**src/shared/adc_mode_control_params.svh**
```systemverilog
// offsets, field codes, reset values and timing counts of the mode control block
`ifndef ADC_MODE_CONTROL_PARAMS_SVH
`define ADC_MODE_CONTROL_PARAMS_SVH

`define ADDR_MODE_CTL 8'h01
`define ADDR_IF_MODE 8'h02
`define ADDR_IRQ_STATUS 8'h10
`define ADDR_IRQ_MASK 8'h11
`define ADDR_STATE 8'h12

`define MODE_CTL_RESET 16'h8000
`define MODE_CTL_WMASK 16'ha77c
`define IF_MODE_RESET 16'h0000
`define IF_MODE_WMASK 16'h0400
`define IF_DELAY_ABSORB_BIT 10

`define OP_CONTINUOUS 3'h0
`define OP_SINGLE 3'h1
`define OP_STANDBY 3'h2
`define OP_POWER_DOWN 3'h3
`define OP_INT_OFFSET_CAL 3'h4
`define OP_UNDEFINED 3'h5
`define OP_SYS_OFFSET_CAL 3'h6
`define OP_SYS_GAIN_CAL 3'h7

`define CLK_INT_OSC 2'h0
`define CLK_INT_OSC_OUT 2'h1
`define CLK_EXT_CLOCK 2'h2
`define CLK_EXT_CRYSTAL 2'h3

`define IRQ_BITS 3
`define IRQ_RESULT 0
`define IRQ_CAL_DONE 1
`define IRQ_DELAY_DONE 2

`define CLK_PERIOD_NS 10
`define DLY_4US_NS 4000
`define DLY_16US_NS 16000
`define DLY_40US_NS 40000
`define DLY_100US_NS 100000
`define DLY_200US_NS 200000
`define DLY_500US_NS 500000
`define DLY_1MS_NS 1000000
`define NS_TO_CYC(ns) (((ns) + `CLK_PERIOD_NS - 1) / `CLK_PERIOD_NS)

`endif

```
**src/shared/adc_mode_control_pkg.sv**
```systemverilog
// types shared by the mode control block
package adc_mode_control_pkg;

  typedef struct packed {
    logic ref_en;
    logic rsv14;
    logic settled_rate_only;
    logic [1:0] rsv12_11;
    logic [2:0] delay_sel;
    logic rsv7;
    logic [2:0] op_mode;
    logic [1:0] clock_source_select;
    logic [1:0] rsv1_0;
  } mode_ctl_t;

  typedef struct packed {
    logic osc_on;
    logic osc_to_crystal_pin_two;
    logic ext_clock_in;
    logic crystal_on;
  } clock_ctl_t;

  typedef enum logic [2:0] {
    st_idle,
    st_convert,
    st_delay,
    st_calib
  } seq_state_t;

endpackage

```
**src/adc_mode_control.sv**
```systemverilog
// mode control register, conversion sequencer and interrupt logic
`timescale 1ns/100ps

`include "adc_mode_control_params.svh"

module adc_mode_control
  import adc_mode_control_pkg::*;
#(
  parameter int unsigned DELAY_100US_CYC = `NS_TO_CYC(`DLY_100US_NS),
  parameter int unsigned DELAY_200US_CYC = `NS_TO_CYC(`DLY_200US_NS),
  parameter int unsigned DELAY_500US_CYC = `NS_TO_CYC(`DLY_500US_NS),
  parameter int unsigned DELAY_1MS_CYC = `NS_TO_CYC(`DLY_1MS_NS)
) (
  input wire logic clock, // 100 MHz
  input wire logic reset_n, // async, active low
  input wire logic [7:0] addr, // register address
  input wire logic [15:0] wdata, // write data
  input wire logic wr, // write strobe
  input wire logic rd, // read strobe
  output logic [15:0] rdata, // read data, cycle after rd
  input wire logic channel_switch, // sequencer moved to a new channel
  input wire logic single_channel, // only one channel enabled
  input wire logic result_written, // filter wrote a conversion result
  input wire logic result_settled, // that result is fully settled
  input wire logic cal_written, // calibration result written
  input wire logic rate_absorbs, // selected rate can hide the delay
  input wire logic data_read, // data register was read
  output logic ready_n, // low while a new result waits
  output logic filter_reset, // one-cycle filter restart
  output logic conv_start, // one-cycle conversion start
  output logic cal_start, // one-cycle calibration start
  output logic [2:0] op_mode, // active operating mode
  output logic process_enable, // modulator may process input
  output logic standby, // standby mode, or sequencer idle outside power-down
  output logic power_down, // power-down mode
  output logic reference_enable, // internal reference and buffer on
  output clock_ctl_t clock_ctl, // master clock source controls
  output logic irq // level interrupt
);

  localparam logic [16:0] DLY_4US_CYC = 17'(`NS_TO_CYC(`DLY_4US_NS));
  localparam logic [16:0] DLY_16US_CYC = 17'(`NS_TO_CYC(`DLY_16US_NS));
  localparam logic [16:0] DLY_40US_CYC = 17'(`NS_TO_CYC(`DLY_40US_NS));

  // delay code to cycle count; code 0 means no wait
  function automatic logic [16:0] delay_cycles(input logic [2:0] sel);
    logic [16:0] c;
    case (sel)
      3'h1: c = DLY_4US_CYC;
      3'h2: c = DLY_16US_CYC;
      3'h3: c = DLY_40US_CYC;
      3'h4: c = 17'(DELAY_100US_CYC);
      3'h5: c = 17'(DELAY_200US_CYC);
      3'h6: c = 17'(DELAY_500US_CYC);
      3'h7: c = 17'(DELAY_1MS_CYC);
      default: c = 17'h00000;
    endcase
    return c;
  endfunction

  // register file
  mode_ctl_t ctrl_q, ctrl_d;
  logic [15:0] if_mode_q, if_mode_d;
  logic [`IRQ_BITS-1:0] irq_stat_q, irq_stat_d;
  logic [`IRQ_BITS-1:0] irq_mask_q, irq_mask_d;
  logic [15:0] rdata_q, rdata_d;
  logic mode_wr;
  logic absorb;

  // sequencer
  seq_state_t state_q, state_d;
  logic [16:0] dly_cnt_q, dly_cnt_d;
  logic ready_n_q, ready_n_d;
  logic filter_reset_q, filter_reset_d;
  logic conv_start_q, conv_start_d;
  logic cal_start_q, cal_start_d;
  logic process_q, process_d;
  logic [`IRQ_BITS-1:0] event_set;
  logic accept;

  // registered outputs
  clock_ctl_t clk_q, clk_d;
  logic ref_q, ref_d;
  logic standby_q, standby_d;
  logic pd_q, pd_d;
  logic irq_q, irq_d;

  assign mode_wr = wr && (addr == `ADDR_MODE_CTL);
  assign absorb = if_mode_q[`IF_DELAY_ABSORB_BIT] && rate_absorbs;

  always_comb begin
    ctrl_d = ctrl_q;
    if_mode_d = if_mode_q;
    irq_mask_d = irq_mask_q;
    rdata_d = 16'h0000;
    if (mode_wr) begin
      ctrl_d = mode_ctl_t'(wdata & `MODE_CTL_WMASK);
    end
    if (wr && addr == `ADDR_IF_MODE) begin
      if_mode_d = wdata & `IF_MODE_WMASK;
    end
    if (wr && addr == `ADDR_IRQ_MASK) begin
      irq_mask_d = wdata[`IRQ_BITS-1:0];
    end
    if (rd) begin
      case (addr)
        `ADDR_MODE_CTL: rdata_d = ctrl_q;
        `ADDR_IF_MODE: rdata_d = if_mode_q;
        `ADDR_IRQ_STATUS: rdata_d = {13'h0000, irq_stat_q};
        `ADDR_IRQ_MASK: rdata_d = {13'h0000, irq_mask_q};
        `ADDR_STATE: rdata_d = {11'h000, process_q, ready_n_q, 3'(state_q)};
        default: rdata_d = 16'h0000;
      endcase
    end
  end

  // status bits: event set wins over a write-one clear
  always_comb begin
    irq_stat_d = irq_stat_q;
    if (wr && addr == `ADDR_IRQ_STATUS) begin
      irq_stat_d = irq_stat_q & ~wdata[`IRQ_BITS-1:0];
    end
    irq_stat_d = irq_stat_d | event_set;
  end

  always_ff @(posedge clock or negedge reset_n) begin
    if (!reset_n) begin
      ctrl_q <= mode_ctl_t'(`MODE_CTL_RESET);
      if_mode_q <= `IF_MODE_RESET;
      irq_stat_q <= '0;
      irq_mask_q <= '0;
      rdata_q <= 16'h0000;
    end else begin
      ctrl_q <= ctrl_d;
      if_mode_q <= if_mode_d;
      irq_stat_q <= irq_stat_d;
      irq_mask_q <= irq_mask_d;
      rdata_q <= rdata_d;
    end
  end

  // unsettled results dropped in single channel settled mode
  assign accept = result_written && (!(ctrl_q.settled_rate_only && single_channel) || result_settled);

  always_comb begin
    state_d = state_q;
    dly_cnt_d = dly_cnt_q;
    ready_n_d = ready_n_q;
    filter_reset_d = 1'b0;
    conv_start_d = 1'b0;
    cal_start_d = 1'b0;
    process_d = process_q;
    event_set = '0;
    if (data_read) begin
      ready_n_d = 1'b1;
    end
    case (state_q)
      st_convert: begin
        if (channel_switch && !absorb && ctrl_q.delay_sel != 3'h0) begin
          state_d = st_delay;
          dly_cnt_d = delay_cycles(ctrl_q.delay_sel);
          process_d = 1'b0;
        end else if (accept) begin
          ready_n_d = 1'b0;
          event_set[`IRQ_RESULT] = 1'b1;
          if (ctrl_q.op_mode == `OP_SINGLE) begin
            state_d = st_idle;
            process_d = 1'b0;
          end
        end
      end
      st_delay: begin
        if (dly_cnt_q <= 17'h00001) begin
          state_d = st_convert;
          dly_cnt_d = 17'h00000;
          process_d = 1'b1;
          event_set[`IRQ_DELAY_DONE] = 1'b1;
        end else begin
          dly_cnt_d = dly_cnt_q - 17'h00001;
        end
      end
      st_calib: begin
        if (cal_written) begin
          ready_n_d = 1'b0;
          event_set[`IRQ_CAL_DONE] = 1'b1;
          state_d = st_idle;
          process_d = 1'b0;
        end
      end
      st_idle: begin
        state_d = st_idle;
      end
      default: begin
        state_d = st_idle;
        process_d = 1'b0;
      end
    endcase
    // a mode write restarts filter and ready
    if (mode_wr) begin
      filter_reset_d = 1'b1;
      ready_n_d = 1'b1;
      dly_cnt_d = 17'h00000;
      event_set = '0;
      // next activity from the new mode
      case (wdata[6:4])
        `OP_CONTINUOUS, `OP_SINGLE: begin
          state_d = st_convert;
          conv_start_d = 1'b1;
          process_d = 1'b1;
        end
        `OP_INT_OFFSET_CAL, `OP_SYS_OFFSET_CAL, `OP_SYS_GAIN_CAL: begin
          state_d = st_calib;
          cal_start_d = 1'b1;
          process_d = 1'b1;
        end
        default: begin
          state_d = st_idle;
          process_d = 1'b0;
        end
      endcase
    end
  end

  // out of reset the part converts continuously
  always_ff @(posedge clock or negedge reset_n) begin
    if (!reset_n) begin
      state_q <= st_convert;
      dly_cnt_q <= 17'h00000;
      ready_n_q <= 1'b1;
      filter_reset_q <= 1'b0;
      conv_start_q <= 1'b0;
      cal_start_q <= 1'b0;
      process_q <= 1'b1;
    end else begin
      state_q <= state_d;
      dly_cnt_q <= dly_cnt_d;
      ready_n_q <= ready_n_d;
      filter_reset_q <= filter_reset_d;
      conv_start_q <= conv_start_d;
      cal_start_q <= cal_start_d;
      process_q <= process_d;
    end
  end

  // clock and reference controls lag the register by one cycle
  always_comb begin
    clk_d = '0;
    case (ctrl_q.clock_source_select)
      // internal oscillator forced on when chosen
      `CLK_INT_OSC: clk_d.osc_on = 1'b1;
      `CLK_INT_OSC_OUT: begin
        clk_d.osc_on = 1'b1;
        clk_d.osc_to_crystal_pin_two = 1'b1;
      end
      `CLK_EXT_CLOCK: clk_d.ext_clock_in = 1'b1;
      default: clk_d.crystal_on = 1'b1;
    endcase
    ref_d = ctrl_q.ref_en;
    standby_d = (ctrl_q.op_mode == `OP_STANDBY) || (state_q == st_idle && ctrl_q.op_mode != `OP_POWER_DOWN);
    pd_d = ctrl_q.op_mode == `OP_POWER_DOWN;
    irq_d = |(irq_stat_q & irq_mask_q);
  end

  always_ff @(posedge clock or negedge reset_n) begin
    if (!reset_n) begin
      clk_q <= '{osc_on: 1'b1, default: 1'b0};
      ref_q <= 1'b1;
      standby_q <= 1'b0;
      pd_q <= 1'b0;
      irq_q <= 1'b0;
    end else begin
      clk_q <= clk_d;
      ref_q <= ref_d;
      standby_q <= standby_d;
      pd_q <= pd_d;
      irq_q <= irq_d;
    end
  end

  assign rdata = rdata_q;
  assign ready_n = ready_n_q;
  assign filter_reset = filter_reset_q;
  assign conv_start = conv_start_q;
  assign cal_start = cal_start_q;
  assign op_mode = ctrl_q.op_mode;
  assign process_enable = process_q;
  assign standby = standby_q;
  assign power_down = pd_q;
  assign reference_enable = ref_q;
  assign clock_ctl = clk_q;
  assign irq = irq_q;
endmodule

```
**config.mk**
```make
export PLATFORM = sky130hd
export DESIGN_NAME = adc_mode_control
export DESIGN_NICKNAME = d
export VERILOG_FILES = /design/src/shared/adc_mode_control_pkg.sv /design/src/adc_mode_control.sv
export VERILOG_INCLUDE_DIRS = /design/src /design/src/shared
export SDC_FILE = /design/constraint.sdc
export NUM_CORES = 1
export LEC_CHECK = 0
export BUFFER_PORTS_ARGS = -buffer_cell sky130_fd_sc_hd__buf_2
export CORE_UTILIZATION = 55
export CTS_BUF_LIST = sky130_fd_sc_hd__clkbuf_4 sky130_fd_sc_hd__clkbuf_8 sky130_fd_sc_hd__clkbuf_16
export DETAILED_ROUTE_END_ITERATION = 8
export PLACE_DENSITY = 0.8
export SLEW_MARGIN = 15
export SYNTH_ARGS = -nofsm -noshare
export SYNTH_HDL_FRONTEND = slang
export SYNTH_SLANG_ARGS = --single-unit
```
**constraint.sdc**
```tcl
create_clock -name clock -period 3.7 [get_ports clock]
set_input_delay 0 -clock clock [delete_from_list [all_inputs] [get_ports clock]]
set_output_delay 0 -clock clock [all_outputs]
set_load 0.01 [all_outputs]
```
==> metrics <==
HP Class=in2reg; vias per cell=between 5 and 6; maxcap violations=0; Die Span Y=79.0 um; area added between synthesis and finish=22.2%; DRC Markers=0; area of the core=roughly 5600 um2; row count=27; WL final=between 8 and 9 mm; Slew Viols, Final=0; Post-Syn Area=between 3000 and 4000 um2; Num CTS Buffers=9; Initial Util=58.1%; synth warn=0; Slew @ Worst Pin=around 800 ps; GRT Resource Usage Total=about 29%; WS Path Type=reg2reg; CTS clock-pin slew for the worst setup and hold paths=around 70 ps; CP required=3930 ps; Peak VDD IR=approximately 0.24 mV; Seq/Total Area, Yosys=a little under half; CP max stage delay=between 600 and 700 ps; Reg2Reg Launch Point=state_q[1]$_DFFE_PN0P_; HP Start=wr; final core occ=a little under three quarters; chip width=79.0 um; top cells by area, synth=dfrtp_1 (42%), nand2_1 (5.0%), dfstp_2 (4.8%); Critical Path AT=between 2000 and 3000 ps; Peak Freq=approximately 380 MHz; Post-synth EDFFs=0; Root Driver=clkbuf_8; setup_tns=0 ps; largest net degree at the start of global routing=62; area leader, netlist=dfrtp_1; Synth top cells by count=dfrtp_1 (55), nand2_1 (43), nor2_1 (27); Final Hold Vio Count=0; vias in the first global route=between 2000 and 3000; RSZ-0062 raised after global routing=no; CTS max path bufs=2; Final nets=461; syn avg cell area=between 9 and 10 um2; clk sinks=61; Power Total=approximately 0.0017 W; cell breakdown of the critical path=ha_1 > nor2b_1 > a31oi_2 > nor2_2 > nand2_1 > o311ai_0; Worst-Skew Late Latency=340 ps; leak pwr=1.89 nW; Crit-path slowest cell=ha_1; most frequent cell after synthesis=dfrtp_1; Post-synth top flop=dfrtp_1; Antenna diodes=0; die area=slightly above 6000 um2; status=complete, no violations; Gate Count Post-Synth=345; DP Worst Slack=roughly 1100 ps; IO Count=67; Slew HR=between 40% and 50%; share of post-route cells with drive strength above 1=approximately 23%; slack of the critical path=1040 ps; CP startpoint kind=flip-flop; CTS tree=done; first-pass GRT wire length=about 14 mm; minimum clock period=~2700 ps; Buffers on Ports=58; DR WL/cell=roughly 17 um; Placer Congestion=between 0.8 and 0.9; initial antenna violation count=0; GRT overflow=0; endpoints failing setup=0; Worst Setup SP=state_q[1]$_DFFE_PN0P_; number of DRC markers in iteration 0=~200; H-tree lvl count=3; Post-CTS Resized=0; Synth top area share=42.2%; via count=between 2000 and 3000; dpl hpwl=between 5 and 6 mm; Reg2Reg Setup Slack=1040 ps; post-route clock period utilization=71.9%; CP endpoint kind=flip-flop; Synth Register Bits=61; PD cells=approximately 420 nW/um2; crit-path max FO=19; DRT Pass-1 Iters=7; fraction of registers with async set/reset=100%; distinct cell type count after synthesis=59; skew final=~4.6 ps; ANT nets after route=0
[per-stage QoR]
step                      std cells  cell area, um2  hold WS [ps]
after global routing            494            3980          14.9
after floorplan                 348            3270          -296
final                           494            3980          10.2
after detailed placement        461            3540           196
after CTS                       494            3980         0.879
after global placement          461            3540           192
[cell families (layout without fill, tap and decap cells)]
family	after synthesis	after routing	synth area share, %
xor+xnor	4	4	1.08
compound gates	85	85	18.3
mux	7	7	2.30
fa+ha+maj	9	9	3.46
simple gates	141	141	21.5
flops	61	61	47.1
buf+inv	37	111	6.14
other cells	1	4	0.115
[path summary, 6_finish.rpt]
| check | to | depth (start not counted) |
|---|---|---|
| min in group asynchronous | irq$_DFF_PN0_ | 3 |
| worst max-delay path | dly_cnt_q[8]$_DFFE_PN0P_ | 6 |
| max in group asynchronous | dly_cnt_q[13]$_DFFE_PN0P_ | 3 |
| worst max register to register | dly_cnt_q[8]$_DFFE_PN0P_ | 6 |
| worst min-delay path | if_mode_q[10]$_DFFE_PN0P_ | 3 |
| worst min register to register | reference_enable$_DFF_PN1_ | 0 |
[area by class of cell]
cell class                 instances  area, um2
sequential                        61       1530
timing repair buffer              79        490
tap                               72       90.1
inverter                          16       60.1
clock buffer                       9        124
multi-input combinational        250       1540
clock inverter                     7        146
fill                             394       1630
[sequential cells by signal (all words and copies together) (netlist names)]
signal and flops:
dly_cnt_q 17, rdata 12, ctrl_q 6, clock_ctl 4, irq_mask_q 3, irq_stat_q 3
op_mode 3, state_q 2, cal_start 1, conv_start 1, filter_reset 1, if_mode_q 1
irq 1, power_down 1, process_enable 1, ready_n 1, ref_d 1, reference_enable 1
standby 1
[what timing repair did]
action / CTS / global route
setup buffers: 0 / 0
hold buffers: 17 / 0
endpoints found under the hold margin: 76 / 0
[critical path: cells and delay by family (launching register included)]
kind,cells,cell delay [ps]
AO/OA/AOI/OAI,2,510
adder cells (fa/ha/maj),1,610
flip-flops,1,460
AND/OR/NAND/NOR,3,960
[where the power goes]
part           internal [W]  switching, W  leakage [nW]  total, W
Clock              0.000520      0.000283         0.134  0.000803
Sequential         0.000688     0.0000245         0.792  0.000712
Combinational     0.0000652     0.0000872         0.968  0.000152
[layout by cell type (no fill, tap or decap), types with 3 or more instances in the layout]
cell	count
nor2_1	27
a22oi_1	4
dfrtp_1	55
a21boi_0	3
a32oi_1	3
nor2b_1	5
nand2_1	43
ha_1	9
nand2b_1	7
dlygate4sd3_1	17
and3_1	9
clkbuf_8	9
o31ai_1	8
and2_1	3
buf_4	4
o211ai_1	3
bufinv_16	4
a21oi_1	11
dfstp_2	6
inv_1	15
nand4_1	3
or3_1	5
nand3_1	9
a32o_1	3
conb_1	4
o21a_1	3
nor4_1	4
o21ai_0	21
mux2i_1	3
nor3_1	15
o2bb2ai_1	3
a21o_1	3
a31oi_1	3
mux2_2	4
a22o_1	3
buf_2	58
[routing by layer]
layer	vias to the layer above	wire length, um	global-route usage (%)
met4	0	260	13.5
li1	1381	-	-
met1	1396	3440	34.9
met5	-	0	0
met2	140	4090	48.0
met3	24	523	6.21
Power figures use the tool's default switching activity.
